$ cat config.mk
export PLATFORM = sky130hd
export DESIGN_NAME = timer_rt_pwm
export DESIGN_NICKNAME = d
export VERILOG_FILES = /design/src/rtl/tmr_pkg.sv /design/src/rtl/timer_rt_pwm.sv /design/src/rtl/edge_sync.sv
export VERILOG_INCLUDE_DIRS = /design/src /design/src/rtl
export SDC_FILE = /design/constraint.sdc
export NUM_CORES = 1
export LEC_CHECK = 0
export ABC_CLOCK_PERIOD_IN_PS = 9900
export BUFFER_PORTS_ARGS = -buffer_cell sky130_fd_sc_hd__buf_2
export CAP_MARGIN = 30
export CORE_MARGIN = 5
export CORE_UTILIZATION = 45
export DETAILED_ROUTE_END_ITERATION = 12
export GPL_ROUTABILITY_DRIVEN = 0
export SETUP_SLACK_MARGIN = 0.4
export SYNTH_ARGS = -nofsm -noshare
export SYNTH_HDL_FRONTEND = slang
export SYNTH_SLANG_ARGS = --single-unit
$ cat constraint.sdc
create_clock -name clock -period 9.9 [get_ports clock]
set_input_delay 2.97 -clock clock [delete_from_list [all_inputs] [get_ports clock]]
set_output_delay 2.97 -clock clock [all_outputs]
set_load 0.01 [all_outputs]
$ cat src/rtl/tmr_consts.svh
`ifndef TMR_CONSTS_SVH
`define TMR_CONSTS_SVH
// ----------------------------------------
// register byte offsets
// ----------------------------------------
`define A_CTRL    8'h00
`define A_MODE    8'h04
`define A_CLKSEL  8'h08
`define A_CAPT    8'h0C
`define A_COUNT   8'h10
`define A_STAT    8'h14
`define A_MDATA   8'h18
`define A_SDATA   8'h1C
`define A_SLAST   8'h30
// ----------------------------------------
// control strobe bits
// ----------------------------------------
`define C_START   0
`define C_STOP    1
`define C_PSTART  2
`define C_PSTOP   3
// ----------------------------------------
// values and channel map
// ----------------------------------------
`define Z16       16'h0000
`define ONE16     16'h0001
`define MAX16     16'hFFFF
`define Z32       32'h0000_0000
`define MODE_RST  9'h000
`define CSEL_RST  12'h000
`define CH_MASTER 0
`define CH_TRIG   1
`define CH_SLAVE  2
`define N_SLAVE   6
`define CH_SPLIT  8
`endif

$ cat src/rtl/tmr_pkg.sv
package tmr_pkg;
  // mode register layout, lsb first from the bottom of the list
  typedef struct packed {
    logic output_enable_bit;
    logic lower_trigger_gen_select;
    logic rt_output_enable;
    logic lower_rt_output_value_bit;
    logic rt_output_value_bit;
    logic edge_select_hi;
    logic edge_select_lo;
    logic start_irq_select;
    logic trigger_gen_select;
  } mode_t;

  typedef enum logic {
    TRG_STOP = 1'b0,
    TRG_RUN  = 1'b1
  } trg_state_t;

  typedef enum logic [1:0] {
    PW_STOP = 2'b00,
    PW_ARM  = 2'b01,
    PW_RUN  = 2'b10
  } pwm_state_t;
endpackage

$ cat src/rtl/timer_rt_pwm.sv
`timescale 1ns/1ps
`include "tmr_consts.svh"
// What this block does
// [RQ1] trigger-generation channel counts up in capture mode, feeding the lower channel
// [RQ2] counter starts from zero on start write when stopped, or valid edge
// [RQ3] start raises interrupt and drives output only if start-irq select is one
// [RQ4] edge or running start write: capture, clear counter, interrupt, same cycle
// [RQ5] trigger channel pin takes its real-time value at each interrupt; the code updates it only while output_enable_bit is set
// [RQ6] lower pin takes its value only when enabled and not a trigger channel
// [RQ7] writing the lower real-time value alone never moves the pin
// [RQ8] lower channel counter, data and interrupt stay free for other use
// [RQ9] overflow flag set at capture if counter wrapped since last, else cleared
// [RQ10] stop clears enabled flag, freezes counter, overflow flag and pin
// [RQ11] start and stop bits are strobes that read back as zero
// [RQ12] software changes only edge select while counting; values any time
// [RQ13] channels 0-7 pick clock a/b, 8-11 pick c/d, one bit each
// [RQ14] six-phase pwm: eight channels, outputs on slaves 2-7, slave 1 free
// [RQ15] pwm period is master data plus one count clocks
// [RQ16] duty is slave over master plus one; 0 gives 0%, large gives 100%
// [RQ17] master is an interval timer, reloads and interrupts each period
// [RQ18] slave loads on master interrupt, counts down, interrupts at zero, stops
// [RQ19] slave output active after master interrupt, inactive at zero
// [RQ20] new data values apply only from the next master interrupt
// [RQ21] software writes master and slave data right after a master interrupt
// [RQ22] with modulated output, slave channel 1 is the trigger channel
// [RQ23] timer input is synchronised before edge detection, one event per edge
module timer_rt_pwm
  import tmr_pkg::*;
(
  input  wire logic        clock,             // 100 MHz
  input  wire logic        rstn,              // sync reset, low
  input  wire logic        unit_clock_enable, // freezes all state when low
  input  wire logic        prescaled_clock_a, // count enable, ch 0-7
  input  wire logic        prescaled_clock_b, // count enable, ch 0-7
  input  wire logic        prescaled_clock_c, // count enable, ch 8-11
  input  wire logic        prescaled_clock_d, // count enable, ch 8-11
  input  wire logic        timer_input_pin,   // async edge source
  input  wire logic        cyc_i,             // wishbone cycle
  input  wire logic        stb_i,             // wishbone strobe
  input  wire logic        we_i,              // wishbone write
  input  wire logic [7:0]  adr_i,             // byte address
  input  wire logic [3:0]  sel_i,             // byte lanes
  input  wire logic [31:0] dat_i,             // write data
  output logic      [31:0] dat_o,             // read data
  output logic             ack_o,             // wishbone ack
  output logic             channel_interrupt, // trigger channel pulse
  output logic             master_interrupt,  // master period pulse
  output logic [5:0]       slave_interrupt,   // slave 2-7 zero pulses
  output logic             timer_output_pin,  // trigger channel pin
  output logic             lower_timer_output_pin, // lower channel pin
  output logic [5:0]       pwm_out            // slave 2-7 pwm, active high
);
  mode_t       mode_reg;
  logic [11:0] clksel_reg;
  logic [15:0] count_reg, channel_data_reg, master_data_reg, mcnt_reg;
  logic [15:0] slave_data_reg [`N_SLAVE];
  trg_state_t  trg_reg;
  pwm_state_t  pwm_reg;
  logic        ovf_seen_reg, counter_overflow_flag, lower_level_reg;
  logic        ack_reg, irq_reg, mirq_reg, wr, edge_pulse;
  logic        start_wr, stop_wr, pstop, start_evt, cap_evt, irq_evt;
  logic        wrap_now, trg_tick, m_tick, m_load;
  // ----------------------------------------
  // helpers
  // ----------------------------------------
  function automatic logic tick_of(input int ch);
    if (ch < `CH_SPLIT) begin // [RQ13]
      tick_of = clksel_reg[ch] ? prescaled_clock_b : prescaled_clock_a;
    end else begin
      tick_of = clksel_reg[ch] ? prescaled_clock_d : prescaled_clock_c;
    end
  endfunction
  function automatic logic [15:0] lanes16(input logic [15:0] old,
                                          input logic [31:0] d,
                                          input logic [3:0]  s);
    lanes16 = {s[1] ? d[15:8] : old[15:8], s[0] ? d[7:0] : old[7:0]};
  endfunction
  // ----------------------------------------
  // wishbone slave
  // ----------------------------------------
  // write lands on the edge where the master samples ack
  assign wr    = cyc_i & stb_i & we_i & ack_reg & unit_clock_enable;
  assign ack_o = ack_reg;
  always_ff @(posedge clock) begin
    if (!rstn) begin
      ack_reg <= 1'b0;
    end else if (unit_clock_enable) begin
      ack_reg <= cyc_i & stb_i & ~ack_reg;
    end
  end
  always_ff @(posedge clock) begin
    if (!rstn) begin
      dat_o <= `Z32;
    end else if (unit_clock_enable && cyc_i && stb_i && !ack_reg) begin
      if (adr_i == `A_MODE) begin
        dat_o <= {23'h000000, mode_reg};
      end else if (adr_i == `A_CLKSEL) begin
        dat_o <= {20'h00000, clksel_reg};
      end else if (adr_i == `A_CAPT) begin
        dat_o <= {16'h0000, channel_data_reg};
      end else if (adr_i == `A_COUNT) begin
        dat_o <= {16'h0000, count_reg};
      end else if (adr_i == `A_STAT) begin
        dat_o <= {24'h000000, pwm_out[1:0], lower_timer_output_pin,
                  timer_output_pin, pwm_reg, counter_overflow_flag, trg_reg};
      end else if (adr_i == `A_MDATA) begin
        dat_o <= {16'h0000, master_data_reg};
      end else if (adr_i >= `A_SDATA && adr_i <= `A_SLAST && adr_i[1:0] == 2'b00) begin
        dat_o <= {16'h0000, slave_data_reg[3'((adr_i - `A_SDATA) >> 2)]};
      end else begin
        dat_o <= `Z32; // control strobes and holes read zero [RQ11]
      end
    end
  end
  assign start_wr = wr && adr_i == `A_CTRL && sel_i[0] && dat_i[`C_START];
  assign stop_wr  = wr && adr_i == `A_CTRL && sel_i[0] && dat_i[`C_STOP];
  assign pstop    = wr && adr_i == `A_CTRL && sel_i[0] && dat_i[`C_PSTOP];
  always_ff @(posedge clock) begin
    if (!rstn) begin
      mode_reg   <= `MODE_RST;
      clksel_reg <= `CSEL_RST;
    end else if (wr) begin
      if (adr_i == `A_MODE) begin
        mode_reg <= {sel_i[1] ? dat_i[8] : mode_reg[8],
                     sel_i[0] ? dat_i[7:0] : mode_reg[7:0]};
      end else if (adr_i == `A_CLKSEL) begin
        clksel_reg <= {sel_i[1] ? dat_i[11:8] : clksel_reg[11:8],
                       sel_i[0] ? dat_i[7:0] : clksel_reg[7:0]};
      end
    end
  end
  // data registers: read only at reload, so writes wait a period [RQ20]
  always_ff @(posedge clock) begin
    if (!rstn) begin
      master_data_reg <= `Z16;
      for (int i = 0; i < `N_SLAVE; i++) begin
        slave_data_reg[i] <= `Z16;
      end
    end else if (wr) begin
      if (adr_i == `A_MDATA) begin
        master_data_reg <= lanes16(master_data_reg, dat_i, sel_i);
      end else if (adr_i >= `A_SDATA && adr_i <= `A_SLAST && adr_i[1:0] == 2'b00) begin
        slave_data_reg[3'((adr_i - `A_SDATA) >> 2)] <=
          lanes16(slave_data_reg[3'((adr_i - `A_SDATA) >> 2)], dat_i, sel_i);
      end
    end
  end
  // ----------------------------------------
  // real-time trigger channel
  // ----------------------------------------
  edge_sync edge_sync_inst (
    .clock  (clock),
    .rstn   (rstn),
    .ce     (unit_clock_enable),
    .pin    (timer_input_pin),
    .sel_hi (mode_reg.edge_select_hi),
    .sel_lo (mode_reg.edge_select_lo),
    .edge_o (edge_pulse)
  ); // [RQ23]
  assign trg_tick  = unit_clock_enable & tick_of(`CH_TRIG);
  assign start_evt = mode_reg.trigger_gen_select && trg_reg == TRG_STOP &&
                     (start_wr || edge_pulse) && !stop_wr; // [RQ2]
  assign cap_evt   = mode_reg.trigger_gen_select && trg_reg == TRG_RUN &&
                     (start_wr || edge_pulse) && !stop_wr; // [RQ1] [RQ4]
  assign irq_evt   = cap_evt | (start_evt & mode_reg.start_irq_select); // [RQ3]
  assign wrap_now  = trg_reg == TRG_RUN && trg_tick && count_reg == `MAX16;
  always_ff @(posedge clock) begin
    if (!rstn) begin
      trg_reg <= TRG_STOP;
    end else if (unit_clock_enable) begin
      if (stop_wr) begin
        trg_reg <= TRG_STOP; // [RQ10]
      end else if (start_evt) begin
        trg_reg <= TRG_RUN;
      end
    end
  end
  // stop beats the count tick so the value freezes exactly
  always_ff @(posedge clock) begin
    if (!rstn) begin
      count_reg        <= `Z16;
      channel_data_reg <= `Z16;
    end else if (unit_clock_enable && !stop_wr) begin
      if (start_evt) begin
        count_reg <= `Z16; // [RQ2]
      end else if (cap_evt) begin
        channel_data_reg <= count_reg; // [RQ4]
        count_reg        <= `Z16;
      end else if (trg_reg == TRG_RUN && trg_tick) begin
        count_reg <= count_reg + `ONE16;
      end
    end
  end
  // a wrap in the capture cycle still counts: set wins over clear
  always_ff @(posedge clock) begin
    if (!rstn) begin
      ovf_seen_reg          <= 1'b0;
      counter_overflow_flag <= 1'b0;
    end else if (unit_clock_enable && !stop_wr) begin
      if (start_evt) begin
        ovf_seen_reg <= 1'b0;
      end else if (cap_evt) begin
        counter_overflow_flag <= ovf_seen_reg | wrap_now; // [RQ9]
        ovf_seen_reg          <= 1'b0;
      end else if (wrap_now) begin
        ovf_seen_reg <= 1'b1;
      end
    end
  end

  always_ff @(posedge clock) begin
    if (!rstn) begin
      irq_reg          <= 1'b0;
      timer_output_pin <= 1'b0;
      lower_level_reg  <= 1'b0;
    end else if (unit_clock_enable) begin
      irq_reg <= irq_evt;
      if (irq_evt && mode_reg.output_enable_bit) begin
        timer_output_pin <= mode_reg.rt_output_value_bit; // [RQ5]
      end
      // lower value bit is sampled only here, never on write [RQ7]
      if (irq_evt && mode_reg.rt_output_enable && !mode_reg.lower_trigger_gen_select) begin
        lower_level_reg <= mode_reg.lower_rt_output_value_bit; // [RQ6]
      end
    end
  end
  assign channel_interrupt = irq_reg;
  // lower pin shares slave 2's pin; the lower counter is untouched [RQ8] [RQ22]
  assign lower_timer_output_pin = mode_reg.rt_output_enable ? lower_level_reg : pwm_out[0];
  // ----------------------------------------
  // six-phase pwm master
  // ----------------------------------------
  assign m_tick = unit_clock_enable & tick_of(`CH_MASTER);
  assign m_load = !pstop && m_tick && (pwm_reg == PW_ARM ||
                  (pwm_reg == PW_RUN && mcnt_reg == `Z16)); // [RQ17]
  always_ff @(posedge clock) begin
    if (!rstn) begin
      pwm_reg <= PW_STOP;
    end else if (unit_clock_enable) begin
      case (pwm_reg)
        PW_STOP: begin
          if (wr && adr_i == `A_CTRL && sel_i[0] && dat_i[`C_PSTART]) begin
            pwm_reg <= PW_ARM; // [RQ14]
          end
        end
        PW_ARM: begin
          if (pstop) begin
            pwm_reg <= PW_STOP;
          end else if (m_tick) begin
            pwm_reg <= PW_RUN;
          end
        end
        PW_RUN: begin
          if (pstop) begin
            pwm_reg <= PW_STOP;
          end
        end
        default: pwm_reg <= PW_STOP;
      endcase
    end
  end
  always_ff @(posedge clock) begin
    if (!rstn) begin
      mcnt_reg <= `Z16;
      mirq_reg <= 1'b0;
    end else if (unit_clock_enable) begin
      mirq_reg <= m_load;
      if (m_load) begin
        mcnt_reg <= master_data_reg; // [RQ15]
      end else if (pwm_reg == PW_RUN && m_tick && !pstop) begin
        mcnt_reg <= mcnt_reg - `ONE16;
      end
    end
  end
  assign master_interrupt = mirq_reg;
  // ----------------------------------------
  // six pwm slaves
  // ----------------------------------------
  for (genvar g = 0; g < `N_SLAVE; g++) begin : g_slave
    logic [15:0] scnt_reg;
    logic        srun_reg, out_reg, sirq_reg, s_tick, s_done;
    assign s_tick = unit_clock_enable & tick_of(`CH_SLAVE + g);
    assign s_done = srun_reg && s_tick && !m_load && !pstop && scnt_reg == `ONE16;
    always_ff @(posedge clock) begin
      if (!rstn) begin
        scnt_reg <= `Z16;
        srun_reg <= 1'b0;
        out_reg  <= 1'b0;
        sirq_reg <= 1'b0;
      end else if (unit_clock_enable) begin
        sirq_reg <= s_done;
        if (pstop) begin
          srun_reg <= 1'b0; // output held, not reset
        end else if (m_load) begin
          scnt_reg <= slave_data_reg[g]; // [RQ18]
          srun_reg <= slave_data_reg[g] != `Z16;
          out_reg  <= slave_data_reg[g] != `Z16; // [RQ16] [RQ19]
        end else if (s_done) begin
          scnt_reg <= `Z16;
          srun_reg <= 1'b0;
          out_reg  <= 1'b0; // [RQ19]
        end else if (srun_reg && s_tick) begin
          scnt_reg <= scnt_reg - `ONE16;
        end
      end
    end
    assign pwm_out[g]         = out_reg;
    assign slave_interrupt[g] = sirq_reg;
  end
endmodule

$ cat src/rtl/edge_sync.sv
`timescale 1ns/1ps
module edge_sync
  import tmr_pkg::*;
(
  input  wire logic clock,  // system clock
  input  wire logic rstn,   // sync reset, low
  input  wire logic ce,     // freezes state when low
  input  wire logic pin,    // async timer input pin
  input  wire logic sel_hi, // edge select high bit
  input  wire logic sel_lo, // edge select low bit
  output logic      edge_o  // one-cycle valid edge
);
  logic s1_reg;
  logic s2_reg;
  logic s3_reg;
  logic rise;
  logic fall;

  // ----------------------------------------
  // two-stage synchroniser and history
  // ----------------------------------------
  always_ff @(posedge clock) begin
    if (!rstn) begin
      s1_reg <= 1'b0;
      s2_reg <= 1'b0;
      s3_reg <= 1'b0;
    end else if (ce) begin
      s1_reg <= pin;
      s2_reg <= s1_reg;
      s3_reg <= s2_reg;
    end
  end

  // one edge yields one pulse: compared only past the synchroniser
  assign rise = s2_reg & ~s3_reg;
  assign fall = ~s2_reg & s3_reg;

  always_comb begin
    if (!ce) begin
      edge_o = 1'b0;
    end else if (sel_hi) begin
      edge_o = rise | fall;
    end else if (sel_lo) begin
      edge_o = rise;
    end else begin
      edge_o = fall;
    end
  end
endmodule

**Word level (Yosys, flattened, before mapping)**

Memory sizes are Yosys's and may differ from the RTL's.
Cells that the tools add are included.

- Bits in read-only memories: 0
- Register bits after elaboration: 244
- Input port bits: 55
- Memories: 1
- Output and inout bits: 49
- RAM bits: 96
- Bits in latches: 0
- Word-level logic and storage cells: 314

- Multipliers: 0
- Magnitude comparators: 2
- Shift-type cells: 0
- Reduce and logical (&&, ||, !) cells: 124
- Bitwise gates (word level): 26
- Divide/modulo/power cells: 0
- Mux-type cells: 81
- Eq/ne operators: 18
- $add $sub $neg: 9

Memories:

| memory | depth | width | rd ports | clocked after Yosys merged registers in | wr ports | RTL line | source |
|---|---|---|---|---|---|---|---|
| slave_data_reg | 6 | 16 | 7 | 0 | 6 | timer_rt_pwm.sv:56 | `` logic [15:0] slave_data_reg [`N_SLAVE]; `` |

Operators by type and width:

| kind | count |
|---|---|
| $mux 16 | 31 |
| $sub 16x1->16 const B | 7 |
| $eq 16x1->1 const B | 6 |
| $reduce_bool 16->1 | 6 |
| $logic_and 1x1->1 | 52 |
| $reduce_and 3->1 | 17 |
| $mux 1 | 42 |
| $reduce_bool 3->1 | 14 |
| $eq 8x5->1 const B | 3 |
| $reduce_and 2->1 | 12 |
| $add 16x1->16 const B | 1 |
| $and 1x1->1 | 16 |
| $eq 16x16->1 const B | 1 |
| $eq 8x4->1 const B | 2 |
| $logic_not 16->1 | 1 |
| $mux 8 | 2 |
| $reduce_bool 2->1 | 8 |
| $reduce_or 16->1 | 1 |
| $reduce_and 4->1 | 3 |
| $eq 8x3->1 const B | 1 |
| $ge 8x5->1 const B | 1 |
| $le 8x6->1 const B | 1 |
| $logic_not 8->1 | 1 |
| $mux 2 | 4 |
| 12 further kinds | 27 |

**Longest topological paths before layout**

Gate-level depths: netlist (run 1).

- Depth after elaboration: 17
- Depth in mapped cells: 13
- Mapped depth without buffers: 9

**By module**

A second synthesis (run 1) with hierarchy kept.

- Cells, all modules: 1992
- Area, all modules: 18415.2 um^2

By module, submodules not included:

| module | area each (um^2) | times used | seq. area each (um^2) | cells an instance |
|---|---|---|---|---|
| timer_rt_pwm | 18248.8 | 1 | 8348.0 | 1976 |
| edge_sync | 166.4 | 1 | 60.1 | 16 |

**Worst setup path after synthesis (run 1)**

Ideal clock, no wire load.

- Path type: in2reg
- Start: in adr_i[2]
- End: mem slave_data_reg[5][0], enable pin
- Arrival time: 6.662 ns
- Cell stages on the path: 10
- Setup time: 0.414 ns
- Setup slack: 2.823 ns
- Required time: 9.486 ns
- Buffers on the path: 4
- Path through: buf_1 -> clkbuf_1 -> inv_1 -> ha_1 -> clkbuf_1 -> or4_1 -> a21oi_2 -> clkbuf_1 -> nand3_1 -> o31ai_1

RTL lines:

| element | RTL line | source |
|---|---|---|
| from (decl) | timer_rt_pwm.sv:41 | `input wire logic [7:0] adr_i,` |
| to (decl) | timer_rt_pwm.sv:56 |  |

==> results of run 1 <==
[metrics by stage]
stage | utilization [%] | std cells | power, mW
after floorplan | - | 2081 | 1.669
after global placement | 46.99 | 2561 | 1.736
after detailed placement | 47.08 | 2566 | 1.737
after CTS | 50.53 | 2642 | 3.323
after global routing | 50.53 | 2642 | 3.397
final | 50.54 | 2644 | 3.310
[power breakdown]
part	switching, mW	total [mW]	internal, mW	leakage, nW
Combinational	0.111	0.162	0.0512	3.90
Sequential	0.0218	1.55	1.53	3.20
Clock	0.648	1.60	0.953	0.675
Total	0.781	3.31	2.53	7.78
[how the worst min path moves through the flow]
stage                                        end  slack [ps]  depth (start not counted)
floorplan           lower_level_reg$_SDFFE_PN0P_         430                          2
global placement           dat_o[9]$_SDFFE_PN0P_         430                          2
detailed placement        dat_o[10]$_SDFFE_PN0P_         430                          2
CTS                        dat_o[9]$_SDFFE_PN0P_         440                          2
global route               dat_o[9]$_SDFFE_PN0P_         450                          2
finish                    dat_o[10]$_SDFFE_PN0P_         440                          2
[area by class of cell]
cell class	instances	area, sq um	area share (%)
Clock inverter	25	275.3	1.331
Antenna cell	2	5.005	0.02420
Clock buffer	51	1137	5.498
Multi-Input combinational cell	1519	9383	45.36
Tap cell	532	665.6	3.218
Sequential cell	356	8408	40.65
Inverter	58	220.2	1.065
Timing Repair Buffer	101	590.6	2.855
[cells by family after synthesis]
group           count (synthesis)  synth area share, %
xor+xnor                       22                1.034
other cells                     1              0.02013
flops                         356                45.13
mux                            98                7.556
fa+ha+maj                      21                1.410
buf+inv                       206                4.963
simple gates                  830                20.93
compound gates                532                18.95
[per-layer routing]
| layer | up-vias | global-route usage [%] | share of wire (%) |
|---|---|---|---|
| li1 | 7650 | - | - |
| met3 | 160 | 4.945 | 9.6 |
| met2 | 852 | 41.89 | 45 |
| met5 | - | 0 | 0.030 |
| met1 | 8193 | 37.96 | 41 |
| met4 | 2 | 11.36 | 4.2 |
[worst max-delay path: stages]
cell	delay (ps)
buf_2	380
inv_1	200
ha_1	490
or4_1	620
a21oi_2	750
and3_1	730
nand2_1	100
nand2_1	600
o21ai_2	440
[placed cells by master (no fill, tap or decap), types with 12 or more instances in the layout]
cell	count
nand4_1	25
nand3_1	55
mux2_2	21
o22ai_1	20
edfxtp_1	128
a31oi_1	14
mux4_2	32
xnor2_1	15
nand2b_1	27
and2_1	14
o21a_1	13
buf_4	34
clkbuf_16	44
a32o_1	18
o211ai_1	29
a21oi_1	122
mux2i_1	45
nor3_1	55
dfxtp_1	228
buf_2	67
nor2_1	281
ha_1	20
inv_1	56
a2bb2oi_1	12
a32oi_1	13
o221ai_1	15
o21ai_0	124
and3_1	24
nor4_1	34
o31ai_1	13
nand2_1	220
conb_1	16
or3_1	29
a22oi_1	48
==> flow_summary.ini, run 1 <==
[critical_path]
rr_worst_depth = 8
worstSetupStartpointType = primary input
reg2reg_slack_ps = 5620
path_class = in -> reg
path_max_fanout = 19
startpoint = adr_i[2]
crit-reg2reg-launch = mcnt_reg[7]$_SDFFE_PN0P_
arrival_ps = 7310
critical_path_required_ps = 10090
r2r_end = g_slave[3].scnt_reg[10]$_SDFFE_PN0P_
end_kind = flip-flop
setup.worst_path.end = slave_data_reg[4][7]$_SDFFCE_PN0P_

[finish]
area_growth_pct = 11.03
final_area_sq_mm = 0.02068
fin_nets = 2153
drive_above_1_share_pct = 12.13
largest_reg_flops = 128
fill_cells = 3895

[grt]
antenna_found_initial = 2
grt_pass1_wl_mm = 95.39
grt_pass1_vias = 15730
grt.total_usage_pct = 27.17
grt-ovfl-total = 0
grt_max_degree = 68

[timing]
hold_violations = 0
setup_tns_ps = 0
slew_headroom_pct = 24.88
tightest_slew_ps = 1127
period_minus_slack_ps = 7127
setup_slack_ps = 2773
fin_skew_ps = 26.02
hold_slack_ps = 443.6
timing.final.crit_share_pct = 71.99
maxSlewViolCount = 0
setup_viol = 0
rsz0062_at_grt = false
max_freq_mhz = 140.3

[clock_tree]
cts.sinks = 356
clockRootBuffer = clkbuf_16
clock_latency_ps = 570
post_cts_resized = 0
h-tree-depth = 2
cts_buffers = 41
cts.clk_slew.worst_paths_ps = 60
cts_tree = built
cts_setup_buffers = 0
hold_buffers = 0
clockBufferDepth = 3

[routing]
drc = 0
num_vias = 16860
wl_per_cell_um = 24.10
first_pass_iters = 6
wl_mm = 63.72
vias_per_cell = 6.376
drt_iter0_markers = 2090
antenna_left = 0

[yosys]
synth_common_cells = nor2_1 (281), dfxtp_1 (228), nand2_1 (220)
synth_edf_count = 128
yosys.area.top_type = dfxtp_1
synth_seq_cells = 356
ys_seq_area_share_pct = 45.13
yosys.cell_types.count = 81
synthArstFlopShare_pct = 0
synth.avg_cell_area_sq_um = 9.017
synth-main-ff-cell = dfxtp_1
synth_top_area_share_pct = 24.50
synth_cells = 2066
synth_most_common_cell = nor2_1
yosysWarnings = 0
synth.area.top_cells = dfxtp_1 (25%), edfxtp_1 (21%), nor2_1 (5.7%)
synth.cell_area_sq_mm = 0.01863

[floorplan]
ioPinCount = 104
num_rows = 74
die_area_sq_mm = 0.04557
coreArea_sq_mm = 0.04092
die_y_um = 213.5
dieWidth_um = 213.5
initial_utilization_pct = 45.52

[placed_design]
port_buffers = 67
placement.cell_area_sq_mm = 0.01927
hpwl_mm = 44.91
dp_slack_ps = 2316

[hold_path]
holdCritStartpoint = dat_o[10]$_SDFFE_PN0P_
hold_path_class = reg -> reg

[power_and_ir_drop]
peakVddDrop_uv = 117.1
p_leak_nw = 7.775
powerDensity_mw_per_mm2 = 160.0

[status]
status = completed

[flow_run]
cap_violations = 0
Note: power is estimated with default switching activity, not from simulation.
==> run 2, diff against run 1 <==
ABC_CLOCK_PERIOD_IN_PS = 7400   (was 9900)
clock period = 7.4 ns   (was 9.9 ns; I/O delays follow)
==> run 2 against run 1 <==
Total power grew 30%. Non-clock buffer count grew 8. Register-to-register slack lost 2400 ps. Combinational power grew 36%. Routed wire length grew 1.5%. Via count grew 0.69%. Utilization shrank 0.11 points. Sequential share of layout area grew 0.089 points. Cell count is essentially flat. Die area is the same. Sequential power grew 34%. Setup slack lost 1100 ps. Critical path type unchanged. Largest cell class unchanged. Highest routed layer unchanged.
==> flow_summary.ini, run 2 (synthesis gave the netlist of run 1 again) <==
[routing]
vias_per_cell = 6.415
antenna_left = 0
num_vias = 16970
wl_per_cell_um = 24.44
wl_mm = 64.68
drc = 0
drt_iter0_markers = 2166
first_pass_iters = 5

[grt]
grt_max_degree = 70
antenna_found_initial = 1
grt-ovfl-total = 0
grt_pass1_wl_mm = 96.08
grt.total_usage_pct = 27.42
grt_pass1_vias = 15780

[hold_path]
hold_path_class = reg -> reg

[timing]
hold_slack_ps = 436.8
setup_slack_ps = 1685
max_freq_mhz = 175.0
hold_violations = 0
timing.final.crit_share_pct = 77.23
slew_headroom_pct = 31.07
setup_viol = 0
setup_tns_ps = 0
fin_skew_ps = 12.44
tightest_slew_ps = 1030
period_minus_slack_ps = 5715
maxSlewViolCount = 0
rsz0062_at_grt = false

[placed_design]
port_buffers = 67
hpwl_mm = 45.42
dp_cells = 2573
dp_slack_ps = 1218
placement.cell_area_sq_mm = 0.01932

[power_and_ir_drop]
p_leak_nw = 7.773
powerDensity_mw_per_mm2 = 208.2
peakVddDrop_uv = 143.8
power_mw = 4.297

[finish]
final_cell_mix = nor2_1 (281), dfxtp_1 (228), nand2_1 (220)
fill_cells = 3845
largest_reg_flops = 128
final_area_sq_mm = 0.02064
final_common_cell = nor2_1
fin_nets = 2160
regArea_sq_mm = 0.008408
fin_util_pct = 50.43
final_cells = 2646
drive_above_1_share_pct = 12.30
area_growth_pct = 10.79
num_antenna_cells = 0
multi_input_area_sq_mm = 0.009379

[clock_tree]
cts_tree = built
clock_latency_ps = 550
post_cts_resized = 0
cts_buffers = 40
clockBufferDepth = 3
cts.sinks = 356
cts.clk_slew.worst_paths_ps = 60
clockRootBuffer = clkbuf_16
hold_buffers = 0
cts_setup_buffers = 0
h-tree-depth = 2

[critical_path]
slowest_delay_ps = 620
cp_common_cell = buf_4
crit_buf_inv = 5
crit-reg2reg-launch = mcnt_reg[7]$_SDFFE_PN0P_
startpoint = adr_i[2]
end_kind = flip-flop
critical_path_required_ps = 7590
crit_cells = 12
rr_worst_depth = 8
slowest_stage = ha_1
crit_family = buffers and inverters
path_max_fanout = 40
arrival_ps = 5910
path_class = in -> reg
setup.worst_path.end = slave_data_reg[4][6]$_SDFFCE_PN0P_
reg2reg_slack_ps = 3240
r2r_end = g_slave[3].scnt_reg[6]$_SDFFE_PN0P_
critical_path.cell_chain = buf_2 -> buf_4 -> ha_1 -> inv_1 -> or4_1 -> a21oi_2 -> buf_4 -> and3_1 -> nand2_1 -> nand2_1 -> buf_4 -> o21ai_2
worstSetupStartpointType = primary input

[floorplan]
ioPinCount = 104
die_area_sq_mm = 0.04557
die_y_um = 213.5
num_rows = 74
initial_utilization_pct = 45.52
dieWidth_um = 213.5
coreArea_sq_mm = 0.04092

[status]
status = completed

[flow_run]
cap_violations = 0
-- run 2: layout make-up --
| cell class | instances | area share, % |
|---|---|---|
| clock buffer | 50 | 5.383 |
| clock inverter | 22 | 0.9336 |
| inverter | 58 | 1.067 |
| multi-input combinational | 1519 | 45.44 |
| sequential | 356 | 40.74 |
| tap | 532 | 3.225 |
| timing repair buffer | 109 | 3.213 |
-- run 2: how the worst min path moves through the flow --
stage / from / to / slack [ps] / depth (start not counted)
4_1_cts: dat_o[10]$_SDFFE_PN0P_ / dat_o[10]$_SDFFE_PN0P_ / 440 / 2
3_5_place_dp: dat_o[10]$_SDFFE_PN0P_ / dat_o[10]$_SDFFE_PN0P_ / 430 / 2
3_3_place_gp: dat_o[9]$_SDFFE_PN0P_ / dat_o[9]$_SDFFE_PN0P_ / 430 / 2
6_report: dat_o[10]$_SDFFE_PN0P_ / dat_o[10]$_SDFFE_PN0P_ / 440 / 2
5_1_grt: dat_o[9]$_SDFFE_PN0P_ / dat_o[9]$_SDFFE_PN0P_ / 460 / 2
2_1_floorplan: lower_level_reg$_SDFFE_PN0P_ / lower_level_reg$_SDFFE_PN0P_ / 430 / 2
-- run 2: worst register-to-register path, cell delays in order, from the launching register on --
cell	delay (ps)
dfxtp_1	360
or4_4	590
nor4b_4	350
a21o_1	450
buf_4	420
nand2_2	580
o21ai_1	750
nand2_1	310
o221ai_1	270
-- run 2: per-layer routing --
metal / vias to the layer above / share of wire, % / track usage [%]
met2: 849 / 45 / 42.14
met1: 8298 / 42 / 38.84
met5: - / 0.012 / 0
met3: 169 / 9.1 / 5.091
met4: 2 / 4.1 / 10.33
li1: 7656 / - / -
-- run 2: report_power, final --
part | switching [mW] | internal (mW) | leakage [nW] | total, mW
clock network | 0.837 | 1.17 | 0.634 | 2.01
logic | 0.150 | 0.0696 | 3.94 | 0.220
registers | 0.0291 | 2.04 | 3.20 | 2.07
total | 1.02 | 3.28 | 7.77 | 4.30
==> run 3, diff against run 2 <==
ABC_CLOCK_PERIOD_IN_PS = 5900   (was 7400)
clock period = 5.9 ns   (was 7.4 ns; I/O delays follow)
==> run 3 against run 2 <==
Cell area rose by 0.58%. Count of clock-buffer cells in the layout increased by 6. First-iteration DRC count is 7.3% higher. Register-to-register slack got worse by 1300 ps. Hold slack got worse by 1.6 ps. Cell count increased by 0.57%. Sequential share of layout area shrank 0.23 points. Critical endpoint is now slave_data_reg[5][3]$_DFFE_PP_.
==> flow_summary.ini, run 3 (synthesis gave the netlist of run 1 again) <==
[status]
status = completed

[critical_path]
critical_path.cell_chain = buf_2 -> inv_1 -> ha_2 -> buf_12 -> mux4_2 -> mux2_2 -> o211ai_1 -> inv_1
arrival_ps = 4940
crit_family = multiplexers
end_kind = flip-flop
worstSetupStartpointType = primary input
critical_path_required_ps = 6140
slowest_stage = o211ai_1
cp_common_cell = inv_1
path_max_fanout = 25
slowest_delay_ps = 810
path_class = in -> reg
crit_buf_inv = 4
reg2reg_slack_ps = 1990

[clock_tree]
cts.clk_slew.worst_paths_ps = 60
h-tree-depth = 2
cts_tree = built
cts.sinks = 356
cts_setup_buffers = 0
clockBufferDepth = 3
hold_buffers = 0
post_cts_resized = 0
clockRootBuffer = clkbuf_16
clock_latency_ps = 560
cts_buffers = 41

[floorplan]
dieWidth_um = 213.5
coreArea_sq_mm = 0.04092
num_rows = 74
initial_utilization_pct = 45.52
die_y_um = 213.5
ioPinCount = 104
die_area_sq_mm = 0.04557

[placed_design]
placement.cell_area_sq_mm = 0.01947
port_buffers = 67
hpwl_mm = 45.62

[finish]
final_common_cell = nor2_1
final_cell_mix = nor2_1 (281), dfxtp_1 (228), nand2_1 (220)
drive_above_1_share_pct = 12.54
final_area_sq_mm = 0.02076
area_growth_pct = 11.43
largest_reg_flops = 128
num_antenna_cells = 0
fill_cells = 3862
fin_nets = 2176

[routing]
vias_per_cell = 6.353
drc = 0
wl_mm = 64.00
antenna_left = 0
drt_iter0_markers = 2324
first_pass_iters = 6
wl_per_cell_um = 24.05
num_vias = 16910

[grt]
grt_max_degree = 71
grt_pass1_vias = 15890
grt.total_usage_pct = 27.30
grt-ovfl-total = 0
grt_pass1_wl_mm = 96.15
antenna_found_initial = 0

[timing]
setup_tns_ps = 0
maxSlewViolCount = 0
timing.final.crit_share_pct = 79.64
setup_viol = 0
hold_violations = 0
rsz0062_at_grt = false
slew_headroom_pct = 29.89
max_freq_mhz = 212.8
tightest_slew_ps = 1048
period_minus_slack_ps = 4699
fin_skew_ps = 19.40

[power_and_ir_drop]
powerDensity_mw_per_mm2 = 258.9
peakVddDrop_uv = 182.7
p_leak_nw = 7.837

[hold_path]
hold_path_class = reg -> reg

[flow_run]
cap_violations = 0
run 3: cell count changes in the layout (fill, tap and decap cells not counted), sizes merged:
| cell | change |
|---|---|
| buf | +15 |
| clkbuf | +6 |
| clkinv | -4 |
| clkinvlp | -2 |
run 3: through the flow:
step / worst slack, ps / hold slack (ps) / instances / util [%] / power [mW]
final: 1201 / 435.2 / 2661 / 50.72 / 5.374
after floorplan: 127.9 / 432.5 / 2081 / - / 2.800
after detailed placement: 709.6 / 426.0 / 2588 / 47.58 / 2.918
after CTS: 1291 / 436.3 / 2660 / 50.71 / 5.398
after global routing: 1160 / 455.4 / 2661 / 50.72 / 5.526
after global placement: 769.6 / 426.9 / 2586 / 47.53 / 2.917
run 3: area by class of cell:
| type | count | area [sq um] | share of cell area, % |
|---|---|---|---|
| clock buffers | 56 | 1122 | 5.407 |
| clock inverters | 16 | 156.4 | 0.7534 |
| inverters | 58 | 220.2 | 1.061 |
| multi-input cells | 1519 | 9375 | 45.16 |
| flip-flops and latches | 356 | 8408 | 40.50 |
| well taps | 532 | 665.6 | 3.207 |
| repair buffers | 124 | 810.8 | 3.906 |
run 3: where the power goes:
group	switching, mW	internal, mW
logic	0.186	0.0911
registers	0.0360	2.56
clock network	1.04	1.46
total	1.27	4.11
run 3: worst reg2reg max path, cell delays in order (launching register included):
cell and delay (ps):
dfxtp_1 370, or4_4 590, nor4b_4 360, a21o_1 590, buf_4 300, nand2_2 210
a21oi_1 820, o21ai_0 240, a32o_1 310
run 3: path summary, 6_finish.rpt:
check,end,startpoint,cells after the start
setup / recovery,slave_data_reg[5][3]$_DFFE_PP_,adr_i[2],8
hold / removal,dat_o[9]$_SDFFE_PN0P_,dat_o[9]$_SDFFE_PN0P_,2
setup reg to reg,g_slave[4].scnt_reg[5]$_SDFFE_PN0P_,mcnt_reg[7]$_SDFFE_PN0P_,8
hold reg to reg,dat_o[9]$_SDFFE_PN0P_,dat_o[9]$_SDFFE_PN0P_,2
run 3: layer usage:
layer  routed length [um]  GRT usage, %  part of all wire, %
met1                26560         38.11                   42
met2                29170         43.16                   46
met3                 5972         5.150                  9.3
met4                 2289         9.101                  3.6
met5                    0             0                    0
